==> src/dsa_pkg.sv <==
// constants and types shared by the dual-slope converter sequencer
package dsa_pkg;
  // clock rate of the system clock
  localparam int CLK_MHZ = 200;
  // cycling generator period, about 10 kHz
  localparam int CYCLE_PERIOD_NS = 100000;
  localparam int TICK_CYCLES = CYCLE_PERIOD_NS * CLK_MHZ / 1000;
  // transfer one-shot width, a least time, rounded up
  localparam int ONE_SHOT_NS = 1000;
  localparam int ONE_SHOT_CYCLES = (ONE_SHOT_NS * CLK_MHZ + 999) / 1000;
  // bcd counter landmarks
  localparam logic [15:0] COUNT_ZERO = 16'h0000;
  localparam logic [15:0] COUNT_INTEG_END = 16'h6000;
  localparam logic [15:0] COUNT_REF_LIMIT = 16'h8000;
  localparam logic [15:0] COUNT_LAST = 16'h9999;
  localparam logic [3:0] DIGIT_HIGH_ORDER = 4'h6;
  localparam logic [3:0] DIGIT_OVER_ORDER = 4'h8;
  // register byte offsets
  localparam logic [3:0] REG_CONTROL = 4'h0;
  localparam logic [3:0] REG_STATUS = 4'h4;
  localparam logic [3:0] REG_COUNT = 4'h8;
  localparam logic [3:0] REG_RESULT = 4'hc;
  // field positions
  localparam int CTRL_RUN_BIT = 0;
  localparam int STAT_DONE_BIT = 2;
  localparam int STAT_POL_BIT = 3;
  localparam int STAT_OVER_BIT = 4;
  localparam int RESULT_SIGN_BIT = 16;
  // reset values
  localparam logic CTRL_RUN_RESET = 1'b1;
  // conversion phases
  typedef enum logic [1:0] {
    DSA_INTEGRATE = 2'b00,
    DSA_REFERENCE = 2'b01,
    DSA_IDLE = 2'b10,
    DSA_OVERLOAD = 2'b11
  } dsa_phase_type;
endpackage : dsa_pkg

==> src/dsa_sequencer.sv <==
// dual-slope converter sequencer with avalon-mm register access
`timescale 1ns/1ps
module dsa_sequencer #(
  parameter int TICK_DIV = dsa_pkg::TICK_CYCLES
) (
  input wire logic i_clk,
  input wire logic i_rstn,
  // analogue side
  input wire logic i_comparator,
  input wire logic i_polarity,
  output logic o_input_switch,
  output logic o_reference_switch,
  output logic o_aux_reference_switch,
  output logic o_transfer_strobe_n,
  output logic [15:0] o_output_store,
  output logic o_minus_sign,
  output logic o_overload,
  // avalon-mm slave
  input wire logic [3:0] i_avs_address,
  input wire logic i_avs_read,
  input wire logic i_avs_write,
  input wire logic [31:0] i_avs_writedata,
  output logic [31:0] o_avs_readdata,
  output logic o_avs_waitrequest
);

  // ****************************************
  // helpers
  // ****************************************
  // ripple increment of four bcd decades, 9999 wraps to 0000
  function automatic logic [15:0] bcd_inc(input logic [15:0] v);
    logic [15:0] r;
    logic carry;
    r = v;
    carry = 1'b1;
    for (int d = 0; d < 4; d++) begin
      if (carry) begin
        if (v[d*4 +: 4] == 4'h9) begin
          r[d*4 +: 4] = 4'h0;
        end else begin
          r[d*4 +: 4] = v[d*4 +: 4] + 4'h1;
          carry = 1'b0;
        end
      end
    end
    return r;
  endfunction : bcd_inc

  // ****************************************
  // state
  // ****************************************
  logic [31:0] tick_cnt; // cycling generator divider
  logic [31:0] next_tick_cnt;
  logic tick; // one cycle per cycling clock period
  logic [15:0] count; // four bcd decades, top decade in [15:12]
  logic [15:0] next_count;
  dsa_pkg::dsa_phase_type phase; // current conversion phase
  dsa_pkg::dsa_phase_type next_phase;
  logic done; // completion output of comparison-done flop
  logic next_done;
  logic done_sync; // completion_sync_flipflop
  logic next_done_sync;
  logic polarity; // polarity_flipflop
  logic next_polarity;
  logic comp_meta; // first synchroniser stage, read only by comp_sync
  logic comp_sync;
  logic comp_prev; // previous synchronised level for edge detect
  logic [15:0] one_shot_cnt; // transfer_one_shot remaining cycles
  logic [15:0] next_one_shot_cnt;
  logic [15:0] store; // output_store_digit x4
  logic [15:0] next_store;
  logic sign; // spare bit of top_digit_store
  logic next_sign;
  logic run; // software run enable
  logic next_run;
  logic high_order; // top decade at 6 or above, count from 6000
  logic over_order; // top decade at 8 or above, count above 8000
  logic comp_fall;

  assign tick = (tick_cnt == 32'(TICK_DIV - 1));
  assign high_order = (count[15:12] >= dsa_pkg::DIGIT_HIGH_ORDER);
  assign over_order = (count[15:12] >= dsa_pkg::DIGIT_OVER_ORDER)
    && (count != dsa_pkg::COUNT_REF_LIMIT);
  assign comp_fall = comp_prev & ~comp_sync;

  // ****************************************
  // comparator synchroniser
  // ****************************************
  // two flops before any use; the edge is taken from stage two only
  always_ff @(posedge i_clk or negedge i_rstn) begin
    if (!i_rstn) begin
      comp_meta <= 1'b1;
      comp_sync <= 1'b1;
      comp_prev <= 1'b1;
    end else begin
      comp_meta <= i_comparator;
      comp_sync <= comp_meta;
      comp_prev <= comp_sync;
    end
  end

  // ****************************************
  // sequencer next state
  // ****************************************
  // counter, phase and comparison flops in one group
  always_comb begin
    next_tick_cnt = tick ? 32'h0 : tick_cnt + 32'h1;
    next_count = count;
    next_done = done;
    next_done_sync = done_sync;
    next_polarity = polarity;
    if (!run) begin
      // halted: counter parked at zero, ready to integrate
      next_tick_cnt = 32'h0;
      next_count = dsa_pkg::COUNT_ZERO;
      next_done = 1'b0;
      next_done_sync = 1'b0;
    end else begin
      if (tick) begin
        next_count = bcd_inc(count);
        // last integration pulse clocks the polarity flop from i_polarity
        if (bcd_inc(count) == dsa_pkg::COUNT_INTEG_END) begin
          next_polarity = i_polarity;
        end
        next_done_sync = done;
      end
      if (!high_order) begin
        next_done = 1'b0;
        next_done_sync = 1'b0;
      end else if (comp_fall && !done && count < dsa_pkg::COUNT_REF_LIMIT) begin
        // only a crossing below 8000 counts as a valid reading
        next_done = 1'b1;
      end
    end
    // phase follows the counter and the comparison state
    if (!next_count[15] && next_count[15:12] < dsa_pkg::DIGIT_HIGH_ORDER) begin
      next_phase = dsa_pkg::DSA_INTEGRATE;
    end else if (next_done) begin
      next_phase = dsa_pkg::DSA_IDLE;
    end else if (next_count[15:12] >= dsa_pkg::DIGIT_OVER_ORDER
                 && next_count != dsa_pkg::COUNT_REF_LIMIT) begin
      next_phase = dsa_pkg::DSA_OVERLOAD;
    end else begin
      next_phase = dsa_pkg::DSA_REFERENCE;
    end
  end

  always_ff @(posedge i_clk or negedge i_rstn) begin
    if (!i_rstn) begin
      tick_cnt <= 32'h0;
      count <= dsa_pkg::COUNT_ZERO;
      phase <= dsa_pkg::DSA_INTEGRATE;
      done <= 1'b0;
      done_sync <= 1'b0;
      polarity <= 1'b0;
    end else begin
      tick_cnt <= next_tick_cnt;
      count <= next_count;
      phase <= next_phase;
      done <= next_done;
      done_sync <= next_done_sync;
      polarity <= next_polarity;
    end
  end

  // ****************************************
  // switch drive
  // ****************************************
  // decoded from the phase; all off while halted
  always_comb begin
    o_input_switch = 1'b0;
    o_reference_switch = 1'b0;
    o_aux_reference_switch = 1'b0;
    case (phase)
      dsa_pkg::DSA_INTEGRATE: begin
        o_input_switch = run;
      end
      dsa_pkg::DSA_REFERENCE: begin
        o_reference_switch = run;
        o_aux_reference_switch = run;
      end
      dsa_pkg::DSA_IDLE: begin
        o_reference_switch = 1'b0;
      end
      default: begin
        // overload: integrator left alone until the wrap
        o_reference_switch = 1'b0;
      end
    endcase
  end

  // ****************************************
  // transfer one-shot and output store
  // ****************************************
  // fires once on the rise of the synced completion
  always_comb begin
    next_one_shot_cnt = one_shot_cnt;
    next_store = store;
    next_sign = sign;
    if (one_shot_cnt != 16'h0) begin
      next_one_shot_cnt = one_shot_cnt - 16'h1;
    end
    if (next_done_sync && !done_sync) begin
      next_one_shot_cnt = 16'(dsa_pkg::ONE_SHOT_CYCLES);
      next_store = count;
      next_sign = polarity;
    end
  end

  always_ff @(posedge i_clk or negedge i_rstn) begin
    if (!i_rstn) begin
      one_shot_cnt <= 16'h0;
      store <= 16'h0;
      sign <= 1'b0;
    end else begin
      one_shot_cnt <= next_one_shot_cnt;
      store <= next_store;
      sign <= next_sign;
    end
  end

  // store keeps the old result outside the strobe
  assign o_transfer_strobe_n = (one_shot_cnt == 16'h0);
  assign o_output_store = store;
  assign o_minus_sign = sign;
  assign o_overload = (phase == dsa_pkg::DSA_OVERLOAD);

  // ****************************************
  // avalon-mm slave
  // ****************************************
  // one wait state: read data loads at the first edge and stands at the second;
  // a write lands only at the edge where waitrequest is sampled low
  logic ack;
  logic next_ack;
  logic [31:0] next_readdata;

  always_comb begin
    next_ack = (i_avs_read | i_avs_write) & ~ack;
    next_run = run;
    next_readdata = o_avs_readdata;
    if (ack && i_avs_write && i_avs_address == dsa_pkg::REG_CONTROL) begin
      next_run = i_avs_writedata[dsa_pkg::CTRL_RUN_BIT];
    end
    if (next_ack && i_avs_read) begin
      next_readdata = 32'h0; // unmapped reads as zero
      case (i_avs_address)
        dsa_pkg::REG_CONTROL: next_readdata[dsa_pkg::CTRL_RUN_BIT] = run;
        dsa_pkg::REG_STATUS: begin
          next_readdata[1:0] = phase;
          next_readdata[dsa_pkg::STAT_DONE_BIT] = done;
          next_readdata[dsa_pkg::STAT_POL_BIT] = polarity;
          next_readdata[dsa_pkg::STAT_OVER_BIT] = high_order & over_order & ~done;
        end
        dsa_pkg::REG_COUNT: next_readdata[15:0] = count;
        dsa_pkg::REG_RESULT: begin
          next_readdata[15:0] = store;
          next_readdata[dsa_pkg::RESULT_SIGN_BIT] = sign;
        end
        default: next_readdata = 32'h0;
      endcase
    end
  end

  always_ff @(posedge i_clk or negedge i_rstn) begin
    if (!i_rstn) begin
      ack <= 1'b0;
      run <= dsa_pkg::CTRL_RUN_RESET;
      o_avs_readdata <= 32'h0;
    end else begin
      ack <= next_ack;
      run <= next_run;
      o_avs_readdata <= next_readdata;
    end
  end

  assign o_avs_waitrequest = (i_avs_read | i_avs_write) & ~ack;
endmodule : dsa_sequencer

==> config.mk <==
export PLATFORM = sky130hd
export DESIGN_NAME = dsa_sequencer
export DESIGN_NICKNAME = d
export VERILOG_FILES = /design/src/dsa_pkg.sv /design/src/dsa_sequencer.sv
export SDC_FILE = /design/constraint.sdc
export NUM_CORES = 1
export LEC_CHECK = 0
export BUFFER_PORTS_ARGS = -buffer_cell sky130_fd_sc_hd__buf_2
export CORE_MARGIN = 2
export CORE_UTILIZATION = 40
export DETAILED_ROUTE_END_ITERATION = 8
export PLACE_DENSITY_LB_ADDON = 0.3
export SYNTH_ARGS = -nofsm -noshare
export SYNTH_HDL_FRONTEND = slang
export SYNTH_SLANG_ARGS = --single-unit
export TNS_END_PERCENT = 5
==> constraint.sdc <==
create_clock -name i_clk -period 3.6 [get_ports i_clk]
set_input_delay 0.54 -clock i_clk [delete_from_list [all_inputs] [get_ports i_clk]]
set_output_delay 0.54 -clock i_clk [all_outputs]
set_load 0.1 [all_outputs]
==> out/metrics.cfg <==
[timing]
rsz0062_at_grt = false
finalWorstSetupSlack_ns = 0.443
hold_viol = 0
worst_clock_skew_ns = 0.0147
tightest_slew_ns = 1.04
period_needed_ns = 3.16
fmax_mhz = 317
finalSetupViolCount = 0
finalSetupTns_ns = 0
min_period_over_period_pct = 87.7
finalMaxSlewViolations = 0
slew_headroom_pct = 30.5

[synthesis]
synthCells = 593
yosysWarnings = 0
synth_cell_types = 58
synth_flop_cell = dfrtp_1
ys_ff_latch = 108
syn_area_um2 = 5650
synthArstFlopShare_pct = 100
synth_seq_area_share_pct = 47.9
synth_edf_count = 0
syn_avg_cell_area_um2 = 9.53

[finish]
drive_gt1_share_pct = 16.3
seq_area_um2 = 2710
final_common_cell = dfrtp_1
layout.cells.most_common_list = dfrtp_1, nor2_1, buf_2
multi_input_area_um2 = 2660
syn_to_final_growth_pct = 11.0
nFillCells = 1288
diodes = 0
nNetsFinal = 680
stdcell_count = 812

[clocking]
clk_transition_reported_paths_ns = 0.07
cts_hold_buf = 0
ctsResizeCount = 0
clk_latency_ns = 0.36
cts_sinks = 108
cts_buffers = 9
postCtsSetupRepairBufs = 0
htreeDepth = 3
clockBufferDepth = 2
cts_tree = yes
root_buffer = clkbuf_16

[grt]
grt_overflow = 0
grt_pass1_wl_mm = 20.5
antenna_found_initial = 0
grt_pass1_vias = 4205
grt_usage_pct = 17.2
grt_max_degree = 86

[min_path]
hold_class = in -> reg

[setup_path]
crit_family = simple AND/OR/NAND/NOR gates
crit_slowest_cell = or4_1
startpoint_type = register
path_max_fanout = 5
cp.required_ns = 3.06
crit_type = reg -> out
critical-path-max-stage-delay_ns = 0.59
crit_arrival_ns = 2.62
cp-end-kind = output pin
worst-path-buf-inv = 1
cp_cell_sequence = or4_1 > nor3b_1 > and3_1 > buf_2

[placed_design]
io_buffers = 50
place_ws_ns = 0.504
dp.cells = 796
place_congestion = 0.863
dp_hpwl_mm = 8.67

[floorplanning]
fp-row-count = 43
num_io_pins = 97
dieArea_um2 = 15100
die_x_um = 123
start_util_pct = 40.9
core_um2 = 13800
die_h_um = 123

[power_and_ir_drop]
p_leak_uw = 0.00298
power_density_nw_per_um2 = 395
ir_drop_v = 0.000240
finalPower_uw = 2480

[routing]
drt_iter0_markers = 303
vias = 4371
via_per_inst = 5.38
drt_pass1_iterations = 5
drt_wl_total_mm = 12.4
final_antenna_net_count = 0
post-route-drc-count = 0
wire_per_inst_um = 15.2

[outcome]
outcome = complete, no violations

[job]
drv_cap = 0

stage by stage:
stage	hold WS [ns]	utilization, %	instance area, um^2
2_1_floorplan	0.244	-	5710
5_1_grt	0.257	45.4	6270
6_report	0.283	45.4	6270
3_3_place_gp	0.350	43.4	6000
3_5_place_dp	0.356	43.4	6000
4_1_cts	0.270	45.4	6270
area by class of cell:
cell class / count / area share [%]
Clock buffer: 11 / 3.71
Clock inverter: 5 / 0.678
Inverter: 27 / 1.62
Multi-Input combinational cell: 424 / 42.4
Sequential cell: 108 / 43.2
Tap cell: 180 / 3.59
Timing Repair Buffer: 57 / 4.87
cells in the mapped netlist (4+ instances only):
cell type | count | area share [%]
clkbuf_1 | 27 | 1.8
or4_1 | 4 | 0.53
xor2_1 | 21 | 3.3
dfrtp_1 | 104 | 46
ha_1 | 11 | 2.4
buf_2 | 4 | 0.35
or3_1 | 7 | 0.77
and3_1 | 7 | 0.77
xnor2_1 | 22 | 3.4
nand2_1 | 39 | 2.6
mux2_2 | 20 | 4.0
nor3_1 | 19 | 1.7
o21ai_0 | 24 | 2.1
nand3_1 | 25 | 2.2
a222oi_1 | 11 | 1.9
nor4b_1 | 5 | 0.77
buf_4 | 16 | 2.1
a22oi_1 | 4 | 0.53
nand2b_1 | 6 | 0.66
and2_1 | 4 | 0.44
mux2i_1 | 6 | 1.1
nor2_1 | 90 | 6.0
nor4_1 | 13 | 1.4
dfstp_2 | 4 | 1.9
nand3b_1 | 5 | 0.66
nor2b_1 | 8 | 0.89
a21oi_1 | 11 | 0.97
nand4_1 | 10 | 1.1
inv_1 | 27 | 1.8
cell families after synthesis:
kind of cell | Yosys count | share of synthesized area, %
adders and majority gates | 11 | 2.44
other | 1 | 0.0664
xor gates and xnor gates | 43 | 6.66
buffers and inverters | 75 | 6.13
DFF | 108 | 47.9
AOI/OAI and AO/OA | 73 | 8.90
and+or+nand+nor | 255 | 22.4
muxes | 27 | 5.45
registers in the layout (all words and copies together), names as in the netlist:
register / cells
comp_prev: 1
run: 1
done_sync: 1
o_output_store: 16
phase: 2
polarity: 1
one_shot_cnt: 16
o_avs_readdata: 17
comp_meta: 1
comp_sync: 1
count: 16
o_minus_sign: 1
tick_cnt: 32
ack: 1
done: 1
routing by layer:
metal / vias to the layer above / routed length [um] / global-route usage, %
met4: 0 / 165 / 4.53
li1: 2096 / - / -
met1: 2165 / 5750 / 22.5
met3: 13 / 515 / 4.41
met5: - / 0 / 0
met2: 97 / 5930 / 28.4
report_power, final:
| part | switching (uW) | internal [uW] | total [uW] |
|---|---|---|---|
| Clock | 448 | 480 | 928 |
| Sequential | 40.8 | 1240 | 1280 |
| Combinational | 223 | 42.7 | 265 |
| Total | 711 | 1760 | 2480 |
path summary, 6_finish.rpt:
path                                             startpoint                       endpoint  slack [ns]  cells past startpoint
worst min register to register          comp_meta$_DFF_PN1_            comp_sync$_DFF_PN1_        0.37                      0
worst min-delay path                           i_comparator            comp_meta$_DFF_PN1_        0.28                      1
max in group asynchronous                            i_rstn         tick_cnt[23]$_DFF_PN0_        2.45                      2
min in group asynchronous                            i_rstn  o_output_store[0]$_DFFE_PN0N_        0.36                      1
worst max-delay path            one_shot_cnt[4]$_DFFE_PN0P_            o_transfer_strobe_n        0.44                      4
worst max register to register       tick_cnt[15]$_DFF_PN0_  o_output_store[9]$_DFFE_PN0N_        0.49                      7
worst reg2reg max path: stages, from the launching register on:
cell and delay [ns]:
dfrtp_1 0.42, nor4_1 0.36, nand4_1 0.31, or3_1 0.74
mux2i_1 0.24, nor3_2 0.13, buf_4 0.39, mux2_2 0.41
Note: power is estimated with default switching activity, not from simulation.
